## src/pfm_consts.vh

```
// Purpose: constants of the pfm block
// Assumes: included by bare name
// Notes:   offsets are byte addresses
`ifndef PFM_CONSTS_VH
`define PFM_CONSTS_VH

// register byte offsets
`define PFM_OFS_CTRL          4'h0
`define PFM_OFS_STATUS        4'h4
`define PFM_OFS_PRIO          4'h8
`define PFM_OFS_MAP           4'hC

// control register fields
`define PFM_CTRL_LOOP_BIT     0
`define PFM_CTRL_MASTER_BIT   1
`define PFM_CTRL_PRIO_BIT     2
`define PFM_CTRL_MODE_LO      3
`define PFM_CTRL_MODE_HI      4
`define PFM_CTRL_RESET        32'h0000_0002

// status register fields
`define PFM_STAT_FAIL_LO      0
`define PFM_STAT_OPER_BIT     8
`define PFM_STAT_SWL_LO       16

// priority register reset value
`define PFM_PRIO_RESET        32'h0000_0000

// reallocation modes
`define PFM_MODE_TSI          2'h0
`define PFM_MODE_CORE         2'h1
`define PFM_MODE_PAIR         2'h2

// time slot layout of the application frame
`define PFM_SLOTS             32
`define PFM_SLOT_ALIGN        5'h00
`define PFM_SLOT_SIGNAL       5'h10
`define PFM_AIS_BYTE          8'hFF

// start-up retry interval
`define PFM_CLK_MHZ           250
`define PFM_RETRY_TIME_US     1000
`define PFM_RETRY_CYCLES      (`PFM_RETRY_TIME_US * `PFM_CLK_MHZ)

`endif

```

## src/pfm_pair_mon.v

```verilog
// Purpose: failure flag and retry of one pair
// Assumes: transceiver flags come from logic on core_clk_in
// Notes:   one instance per pair
`timescale 1ns/1ns
`default_nettype none
module pfm_pair_mon #(
    parameter RETRY_CYCLES = 250000
) (
    // clock and reset
    input  wire core_clk_in,
    input  wire resetn_in,
    // transceiver activation flags
    input  wire signal_loss_in,
    input  wire frame_alignment_loss_in,
    input  wire sync_word_loss_in,
    input  wire activated_in,
    // software clear of the sticky sync word loss bit
    input  wire swl_clear_in,
    // status towards the mapping logic
    output reg  fail_out,
    output reg  startup_req_out,
    output reg  swl_seen_out
);
    localparam CW = $clog2(RETRY_CYCLES + 1);

    reg  [CW-1:0] retry_cnt;   // cycles to next attempt
    wire          fail_set;    // hard failure seen this cycle

    // sync word loss alone is only noise, never a failure
    assign fail_set = signal_loss_in | frame_alignment_loss_in;

    // failure flag: set by loss, cleared on reactivation
    always @(posedge core_clk_in or negedge resetn_in) begin
        if (!resetn_in) begin
            fail_out <= 1'b0;
        end else if (fail_set) begin
            fail_out <= 1'b1;
        end else if (activated_in) begin
            fail_out <= 1'b0;
        end
    end

    // start-up retry while failed and down
    always @(posedge core_clk_in or negedge resetn_in) begin
        if (!resetn_in) begin
            retry_cnt       <= {CW{1'b0}};
            startup_req_out <= 1'b0;
        end else if (fail_out && !activated_in) begin
            if (retry_cnt == {CW{1'b0}}) begin
                startup_req_out <= 1'b1;
                retry_cnt       <= RETRY_CYCLES[CW-1:0] - {{(CW-1){1'b0}}, 1'b1};
            end else begin
                startup_req_out <= 1'b0;
                retry_cnt       <= retry_cnt - {{(CW-1){1'b0}}, 1'b1};
            end
        end else begin
            // first attempt right after a failure
            startup_req_out <= 1'b0;
            retry_cnt       <= {CW{1'b0}};
        end
    end

    // sticky sync word loss, set beats clear
    always @(posedge core_clk_in or negedge resetn_in) begin
        if (!resetn_in) begin
            swl_seen_out <= 1'b0;
        end else if (sync_word_loss_in) begin
            swl_seen_out <= 1'b1;
        end else if (swl_clear_in) begin
            swl_seen_out <= 1'b0;
        end
    end
endmodule
`default_nettype wire

```

## src/pfm_slot_fill.v

```verilog
// Purpose: pass or alarm-fill each slot
// Assumes: one byte per valid cycle
// Notes:   mask may change at slot 0
`timescale 1ns/1ns
`default_nettype none
`include "pfm_consts.vh"
module pfm_slot_fill (
    // clock and reset
    input  wire        core_clk_in,
    input  wire        resetn_in,
    // carried slot mask, one bit per slot
    input  wire [31:0] carried_in,
    // slot stream in
    input  wire        slot_valid_in,
    input  wire [4:0]  slot_idx_in,
    input  wire [7:0]  slot_data_in,
    // slot stream out
    output reg         slot_valid_out,
    output reg  [4:0]  slot_idx_out,
    output reg  [7:0]  slot_data_out,
    output reg         slot_ais_out
);
    // keep position, replace content of uncarried slots
    always @(posedge core_clk_in or negedge resetn_in) begin
        if (!resetn_in) begin
            slot_valid_out <= 1'b0;
            slot_idx_out   <= 5'h00;
            slot_data_out  <= 8'h00;
            slot_ais_out   <= 1'b0;
        end else begin
            slot_valid_out <= slot_valid_in;
            slot_idx_out   <= slot_idx_in;
            if (slot_valid_in && !carried_in[slot_idx_in]) begin
                slot_data_out <= `PFM_AIS_BYTE;
                slot_ais_out  <= 1'b1;
            end else begin
                slot_data_out <= slot_data_in;
                slot_ais_out  <= 1'b0;
            end
        end
    end
endmodule
`default_nettype wire

```

## src/pfm_top.v

```verilog
// Purpose: pair failure mapping and maintenance
// Assumes: all neighbours on core_clk_in
// Notes:   registers over Avalon-MM with one fixed wait state
`timescale 1ns/1ns
`default_nettype none
`include "pfm_consts.vh"
module pfm_top #(
    parameter NPAIRS       = 3,
    parameter RETRY_CYCLES = `PFM_RETRY_CYCLES
) (
    // clock and reset
    input  wire                  core_clk_in,
    input  wire                  resetn_in,
    // avalon-mm slave
    input  wire [3:0]            avs_address_in,
    input  wire                  avs_read_in,
    input  wire                  avs_write_in,
    input  wire [31:0]           avs_writedata_in,
    input  wire [3:0]            avs_byteenable_in,
    output reg  [31:0]           avs_readdata_out,
    output reg                   avs_waitrequest_out,
    // per-pair transceiver flags
    input  wire [NPAIRS-1:0]     signal_loss_in,
    input  wire [NPAIRS-1:0]     frame_alignment_loss_in,
    input  wire [NPAIRS-1:0]     sync_word_loss_in,
    input  wire [NPAIRS-1:0]     activated_in,
    input  wire [NPAIRS-1:0]     pair_id_ok_in,
    // per-pair transceiver controls
    output wire [NPAIRS-1:0]     startup_req_out,
    output reg  [NPAIRS-1:0]     loopback_out,
    // maintenance channel
    input  wire                  eoc_valid_in,
    input  wire [7:0]            eoc_in,
    output reg                   eoc_valid_out,
    output reg  [NPAIRS*8-1:0]   eoc_out,
    // application interface requests
    input  wire                  loopback_req_in,
    // mapping exchange between line and network end
    input  wire [31:0]           remote_map_in,
    output reg  [31:0]           map_out,
    output reg                   map_change_out,
    output reg                   operational_out,
    // time slot stream
    input  wire                  slot_valid_in,
    input  wire [4:0]            slot_idx_in,
    input  wire [7:0]            slot_data_in,
    output wire                  slot_valid_out,
    output wire [4:0]            slot_idx_out,
    output wire [7:0]            slot_data_out,
    output wire                  slot_ais_out
);
    // control and priority registers
    reg  [31:0]       ctrl;          // loopback gate, role, priority, mode
    reg  [31:0]       prio;          // one high-priority bit per slot
    reg  [31:0]       next_ctrl;     // byte-lane merge of a write
    reg  [31:0]       next_prio;     // byte-lane merge of a write
    reg  [31:0]       rd_word;       // read mux result
    reg  [31:0]       status_word;   // assembled status
    reg  [31:0]       next_map;      // mask the frame should carry
    wire [NPAIRS-1:0] fail;          // per-pair failure bits
    wire [NPAIRS-1:0] swl_seen;      // sticky sync word loss bits
    reg  [NPAIRS-1:0] swl_clear;     // software clear of those bits
    wire [31:0]       local_map;     // mask computed at this end
    wire [31:0]       carried_now;   // mask for this slot
    wire              any_up;        // at least one pair still carrying
    wire              any_fail;      // at least one pair failed
    wire              is_master;     // this end is the line termination
    wire [1:0]        mode;          // reallocation point
    wire              prio_en;       // priority reallocation enabled
    wire              frame_start;   // first slot of a frame seen
    wire              bus_req;       // read or write pending

    assign is_master   = ctrl[`PFM_CTRL_MASTER_BIT];
    assign prio_en     = ctrl[`PFM_CTRL_PRIO_BIT];
    assign mode        = ctrl[`PFM_CTRL_MODE_HI:`PFM_CTRL_MODE_LO];
    assign any_fail    = |fail;
    assign any_up      = ~&fail;
    assign frame_start = slot_valid_in && (slot_idx_in == `PFM_SLOT_ALIGN);
    assign bus_req     = avs_read_in | avs_write_in;
    assign carried_now = frame_start ? next_map : map_out;

    // home pair of a data slot
    function integer home_pair;
        input integer s;
        begin
            if (s < 16) begin
                home_pair = (s - 1) % NPAIRS;
            end else begin
                home_pair = (s - 17) % NPAIRS;
            end
        end
    endfunction

    // one independent monitor per pair
    genvar p;
    generate
        for (p = 0; p < NPAIRS; p = p + 1) begin : g_pair
            pfm_pair_mon #(
                .RETRY_CYCLES            (RETRY_CYCLES)
            ) u_mon (
                .core_clk_in             (core_clk_in),
                .resetn_in               (resetn_in),
                .signal_loss_in          (signal_loss_in[p]),
                .frame_alignment_loss_in (frame_alignment_loss_in[p]),
                .sync_word_loss_in       (sync_word_loss_in[p]),
                .activated_in            (activated_in[p]),
                .swl_clear_in            (swl_clear[p]),
                .fail_out                (fail[p]),
                .startup_req_out         (startup_req_out[p]),
                .swl_seen_out            (swl_seen[p])
            );
        end
    endgenerate

    // carried mask per slot from the pair failure bits
    genvar s;
    generate
        for (s = 0; s < `PFM_SLOTS; s = s + 1) begin : g_slot
            if (s == 0 || s == 16) begin : g_mnt
                // alignment and signalling slots ride on all pairs
                assign local_map[s] = any_up;
            end else begin : g_data
                // priority slots move, the rest yield
                assign local_map[s] =
                    (prio_en && any_fail && mode != `PFM_MODE_TSI) ?
                    (prio[s] & any_up) :
                    ~fail[home_pair(s)];
            end
        end
    endgenerate

    // master, or any end in TSI mode, decides; follower copies
    always @* begin
        if (is_master || mode == `PFM_MODE_TSI) begin
            next_map = local_map;
        end else begin
            next_map = remote_map_in & {32{any_up}};
        end
    end

    // mask latched per frame, never split
    always @(posedge core_clk_in or negedge resetn_in) begin
        if (!resetn_in) begin
            map_out        <= 32'hFFFF_FFFF;
            map_change_out <= 1'b0;
        end else if (frame_start) begin
            map_out        <= next_map;
            map_change_out <= (next_map != map_out) && is_master;
        end else begin
            map_change_out <= 1'b0;
        end
    end

    // alarm filling of the application-side slot stream
    pfm_slot_fill u_fill (
        .core_clk_in    (core_clk_in),
        .resetn_in      (resetn_in),
        .carried_in     (carried_now),
        .slot_valid_in  (slot_valid_in),
        .slot_idx_in    (slot_idx_in),
        .slot_data_in   (slot_data_in),
        .slot_valid_out (slot_valid_out),
        .slot_idx_out   (slot_idx_out),
        .slot_data_out  (slot_data_out),
        .slot_ais_out   (slot_ais_out)
    );

    // maintenance channel copied onto every pair
    always @(posedge core_clk_in or negedge resetn_in) begin
        if (!resetn_in) begin
            eoc_valid_out <= 1'b0;
            eoc_out       <= {(NPAIRS*8){1'b0}};
        end else begin
            eoc_valid_out <= eoc_valid_in;
            eoc_out       <= {NPAIRS{eoc_in}};
        end
    end

    // loopback: requested by the application, gated by the master
    always @(posedge core_clk_in or negedge resetn_in) begin
        if (!resetn_in) begin
            loopback_out <= {NPAIRS{1'b0}};
        end else begin
            loopback_out <= {NPAIRS{loopback_req_in & is_master &
                                    ctrl[`PFM_CTRL_LOOP_BIT]}};
        end
    end

    // section state from activation, identification and failures
    always @(posedge core_clk_in or negedge resetn_in) begin
        if (!resetn_in) begin
            operational_out <= 1'b0;
        end else begin
            operational_out <= (&activated_in) && (&pair_id_ok_in) &&
                               !any_fail && !(|signal_loss_in) &&
                               !(|frame_alignment_loss_in);
        end
    end

    // status word and read mux
    always @* begin
        status_word = 32'h0000_0000;
        status_word[`PFM_STAT_FAIL_LO +: NPAIRS] = fail;
        status_word[`PFM_STAT_OPER_BIT]           = operational_out;
        status_word[`PFM_STAT_SWL_LO +: NPAIRS]  = swl_seen;
        case (avs_address_in)
            `PFM_OFS_CTRL:   rd_word = ctrl;
            `PFM_OFS_STATUS: rd_word = status_word;
            `PFM_OFS_PRIO:   rd_word = prio;
            `PFM_OFS_MAP:    rd_word = map_out;
            default:         rd_word = 32'h0000_0000;
        endcase
    end

    // byte-lane merge of write data
    always @* begin : merge
        integer b;
        next_ctrl = ctrl;
        next_prio = prio;
        for (b = 0; b < 4; b = b + 1) begin
            if (avs_byteenable_in[b]) begin
                next_ctrl[b*8 +: 8] = avs_writedata_in[b*8 +: 8];
                next_prio[b*8 +: 8] = avs_writedata_in[b*8 +: 8];
            end
        end
    end

    // write-one clear of sticky bits
    always @* begin
        swl_clear = {NPAIRS{1'b0}};
        if (avs_write_in && !avs_waitrequest_out &&
            avs_address_in == `PFM_OFS_STATUS) begin
            swl_clear = avs_writedata_in[`PFM_STAT_SWL_LO +: NPAIRS];
        end
    end

    // bus handshake: one wait cycle
    always @(posedge core_clk_in or negedge resetn_in) begin
        if (!resetn_in) begin
            avs_waitrequest_out <= 1'b1;
            avs_readdata_out    <= 32'h0000_0000;
        end else if (bus_req && avs_waitrequest_out) begin
            avs_waitrequest_out <= 1'b0;
            avs_readdata_out    <= avs_read_in ? rd_word : 32'h0000_0000;
        end else begin
            avs_waitrequest_out <= 1'b1;
        end
    end

    // writes land on the edge ending the cycle with waitrequest low, ending the access
    always @(posedge core_clk_in or negedge resetn_in) begin
        if (!resetn_in) begin
            ctrl <= `PFM_CTRL_RESET;
            prio <= `PFM_PRIO_RESET;
        end else if (avs_write_in && !avs_waitrequest_out) begin
            if (avs_address_in == `PFM_OFS_CTRL) begin
                ctrl <= next_ctrl & 32'h0000_001F;
            end
            if (avs_address_in == `PFM_OFS_PRIO) begin
                prio <= next_prio;
            end
        end
    end
endmodule
`default_nettype wire

```

## config.mk

```make
export PLATFORM = sky130hd
export DESIGN_NAME = pfm_top
export DESIGN_NICKNAME = d
export VERILOG_FILES = /design/src/pfm_pair_mon.v /design/src/pfm_slot_fill.v /design/src/pfm_top.v
export VERILOG_INCLUDE_DIRS = /design/src
export SDC_FILE = /design/constraint.sdc
export NUM_CORES = 1
export LEC_CHECK = 0
export ABC_AREA = 1
export BUFFER_PORTS_ARGS = -buffer_cell sky130_fd_sc_hd__buf_2
export CAP_MARGIN = 20
export CORE_MARGIN = 5
export CORE_UTILIZATION = 55
export DETAILED_ROUTE_END_ITERATION = 16
export PLACE_DENSITY = 0.79
export RECOVER_POWER = 50
export SYNTH_ARGS = -nofsm -noshare
export SYNTH_HDL_FRONTEND = slang
export SYNTH_HIERARCHICAL = 1
export SYNTH_SLANG_ARGS = --single-unit
export TNS_END_PERCENT = 10
```

## constraint.sdc

```tcl
create_clock -name core_clk_in -period 2.3 [get_ports core_clk_in]
set_input_delay 0 -clock core_clk_in [delete_from_list [all_inputs] [get_ports core_clk_in]]
set_output_delay 0 -clock core_clk_in [all_outputs]
set_load 0.02 [all_outputs]
```

==> flow_summary.yaml <==
timing:
  fmax_mhz: 431.5
  slew_viol_final: 0
  rsz0062_at_grt: "yes"
  tns_ps: -33.72
  finalSetupViolCount: 3
  maxSlewHeadroom_pct: 55.71
  setup_slack_ps: -17.33
  whs_ps: -9.946
  final_hold_viol_count: 1
  tightest_slew_ps: 663.6
  fin_worst_skew_ps: 12.65
  min_period_over_period_pct: 100.8
  min_period_ps: 2317
drt:
  first_iter_violations: 991
  vias: 10790
  first_pass_iters: 5
  drc_errors: 0
  routed_via_density: 5.470
  drt_wl_total_um: 33660
  wl_per_cell_um: 17.06
  drtAntennaViolNets: 0
floorplan:
  rows: 50
  dieArea_um2: 21870
  die_x_um: 147.9
  die_y_um: 147.9
  ioPinCount: 228
  initial_core_util_pct: 55.91
  fp.coreArea_um2: 18710
setup_path:
  crit_path_frequent_cell: "nand2_1"
  end_kind: "flop"
  max_stage_delay_ps: 420
  crit_arrival_ps: 2640
  crit_path_max_fanout: 8
  cp-start-kind: "flop"
  critPathKind: "reg2reg"
  crit_chain: "nor2_4 -> nor2_4 -> and2_4 -> clkbuf_16 -> nand2_1 -> nand2_1 -> nand2_1 -> o21ai_2 -> inv_1 -> nand2_1 -> nand3_1 -> nand3_1 -> nand3_2 -> nand2_2 -> nand2_4 -> nand3_4 -> nand2_2"
  crit_family: "simple AND/OR/NAND/NOR gates"
  worstPathRequired_ps: 2620
  timing.critical_path.buf_inv: 2
  worst_path_max_delay_cell: "dfrtp_2"
synthesis:
  synth_top_area_share_pct: 37.81
  syn-num-nets: 1518
  synth_area_um2: 10460
  ys_seq_elements: 192
  syn_inst: 1400
  yosys.cell_types.count: 40
  synthTopCellsByArea: "dfrtp_1, nand2_1, dfstp_2"
  synthArstFlopShare_pct: 100.0
  synth_top_area_cell: "dfrtp_1"
  avgSynthCellArea_um2: 7.470
  yosysSeqAreaShare_pct: 46.35
  ys_warn_count: 6
  synth_edf_count: 0
  synth-main-ff-cell: "dfrtp_1"
layout:
  drive_above_1_share_pct: 27.17
  fin_nets: 1842
  final_cell_mix: "nand2_1, buf_2, dfrtp_1"
  final-seq-area_um2: 4850
  layout_commonest_cell: "nand2_1"
  num-fill-cells: 1384
  fin_util_pct: 74.01
  multi_input_area_um2: 4913
  areaGrowthSynthToFinish_pct: 32.39
pwr:
  peakVddDrop_uv: 763.3
  p_total_mw: 14.79
  p_leak_nw: 7.457
  p_per_area_nw_per_um2: 1068
status:
  outcome: "finished, violations left"
  violations: "negative hold slack, negative setup slack"
clock_tree:
  clockRootBuffer: "clkbuf_16"
  clock_latency_ps: 440
  cts_buffers: 17
  clk_pin_slew_ps: 80
  clock_sink_count: 192
  cts_tree: "built"
  cts_buffer_depth: 2
  htreeDepth: 4
min_path:
  hp-class: "in2reg"
placed_design:
  gp_congestion: 0.9704
  port_buffers: 227
  dp_hpwl_um: 22660
global_routing:
  grt_overflow: 0
  track_usage_pct: 28.61
  grt_pass1_vias: 9973
  grt_pass1_wl_um: 50310
  antenna_found_initial: 3
  grt_max_degree: 75
job:
  drv_cap: 0
-- routing by layer --
layer / part of all wire [%] / track usage, % / vias up
li1: - / - / 5081
met1: 39 / 37.81 / 4994
met2: 46 / 45.08 / 596
met3: 10 / 7.143 / 119
met4: 4.5 / 12.33 / 2
met5: 0.033 / 0 / -
-- power by group --
part | total (mW) | internal, mW | switching [mW]
Combinational | 6.76 | 2.43 | 4.32
Clock | 3.11 | 1.72 | 1.40
Sequential | 4.92 | 4.22 | 0.696
-- per-stage QoR --
step                      instances  cell area (um2)  setup slack, ps
final                          1973            13840           -17.33
after global routing           1973            13840           -136.5
after CTS                      1948            13340            4.785
after detailed placement       1822            11790            26.81
after global placement         1822            11790            127.8
after floorplan                1400            10460            367.6
-- cell usage after synthesis (2+ instances only) --
cell type	n
clkbuf_1	23
o21bai_1	6
and2_1	2
ha_1	3
mux2_2	9
o21ai_1	3
buf_1	4
dfrtp_1	158
nor2_2	15
inv_2	4
inv_1	152
buf_6	5
nand4_1	5
o21ai_0	52
nand3b_1	4
xnor2_1	3
nand3_4	4
nand2_2	8
a221oi_1	4
nor2_1	149
buf_2	9
a21oi_1	34
dfstp_2	34
or2_2	6
nor3b_1	6
nand3_1	146
a21oi_2	15
nand2_1	458
nor3_1	3
xor2_1	15
nand3_2	2
buf_4	22
nor2_8	3
o22ai_1	28
-- state kept, by name (all words and copies together), names as in the netlist, 3 cells and up --
signal,count
avs_readdata_out,32
ctrl,5
eoc_out,8
g_pair.u_mon/fail_out,3
g_pair.u_mon/retry_cnt,54
g_pair.u_mon/startup_req_out,3
g_pair.u_mon/swl_seen_out,3
map_out,32
prio,32
u_fill/slot_data_out,8
u_fill/slot_idx_out,5
-- what timing repair did --
| action | CTS | global route |
|---|---|---|
| gates resized for setup | 1 | 107 |
| hold endpoints to repair | 160 | 10 |
| endpoints found under the setup margin | 8 | 9 |
| pin swaps | 0 | 26 |
| hold buffers | 94 | 10 |
| gates cloned | 0 | 5 |
| buffers inserted | 0 | 8 |
-- worst paths after layout --
kind / end / cells after the start / from / slack (ps)
setup / recovery: u_fill/slot_data_out[3]$_DFF_PN0_ / 17 / ctrl[3]$_DFFE_PN0P_ / -20
hold / removal: map_out[15]$_DFF_PN1_ / 5 / remote_map_in[15] / -10
setup reg to reg: u_fill/slot_data_out[3]$_DFF_PN0_ / 17 / ctrl[3]$_DFFE_PN0P_ / -20
hold reg to reg: g_pair[0].u_mon/retry_cnt[0]$_DFF_PN0_ / 1 / g_pair[0].u_mon/retry_cnt[0]$_DFF_PN0_ / 460
max in group asynchronous: map_out[23]$_DFF_PN1_ / 3 / resetn_in / 1380
min in group asynchronous: eoc_out[21]$_DFF_PN0_ / 2 / resetn_in / 100
-- cells by family (layout without fill, tap and decap cells) --
family	after synthesis	count (layout)	share of synthesized area, %
AO/OA/AOI/OAI	142	142	7.956
XOR/XNOR	18	18	1.508
adder cells (fa/ha/maj)	3	3	0.3590
buffers and inverters	220	556	9.177
flip-flops	192	192	46.35
multiplexers	9	9	0.9692
other	0	2	0
AND/OR/NAND/NOR	816	817	33.68
-- worst register-to-register path: stages, from the launching register on --
cell,delay [ps]
dfrtp_2,420
nor2_4,60
nor2_4,200
and2_4,270
clkbuf_16,200
nand2_1,80
nand2_1,100
nand2_1,70
o21ai_2,70
inv_1,50
nand2_1,60
nand3_1,70
nand3_1,100
nand3_2,100
nand2_2,100
nand2_4,70
nand3_4,140
nand2_2,80
-- final cells by class --
type / count / share of cell area [%]
clock buffer: 20 / 3.371
timing repair buffer: 367 / 18.63
sequential: 192 / 35.03
clock inverter: 12 / 1.057
tap: 234 / 2.115
antenna: 2 / 0.03615
multi-input combinational: 989 / 35.49
inverter: 157 / 4.275
Note: power is estimated with default switching activity, not from simulation.
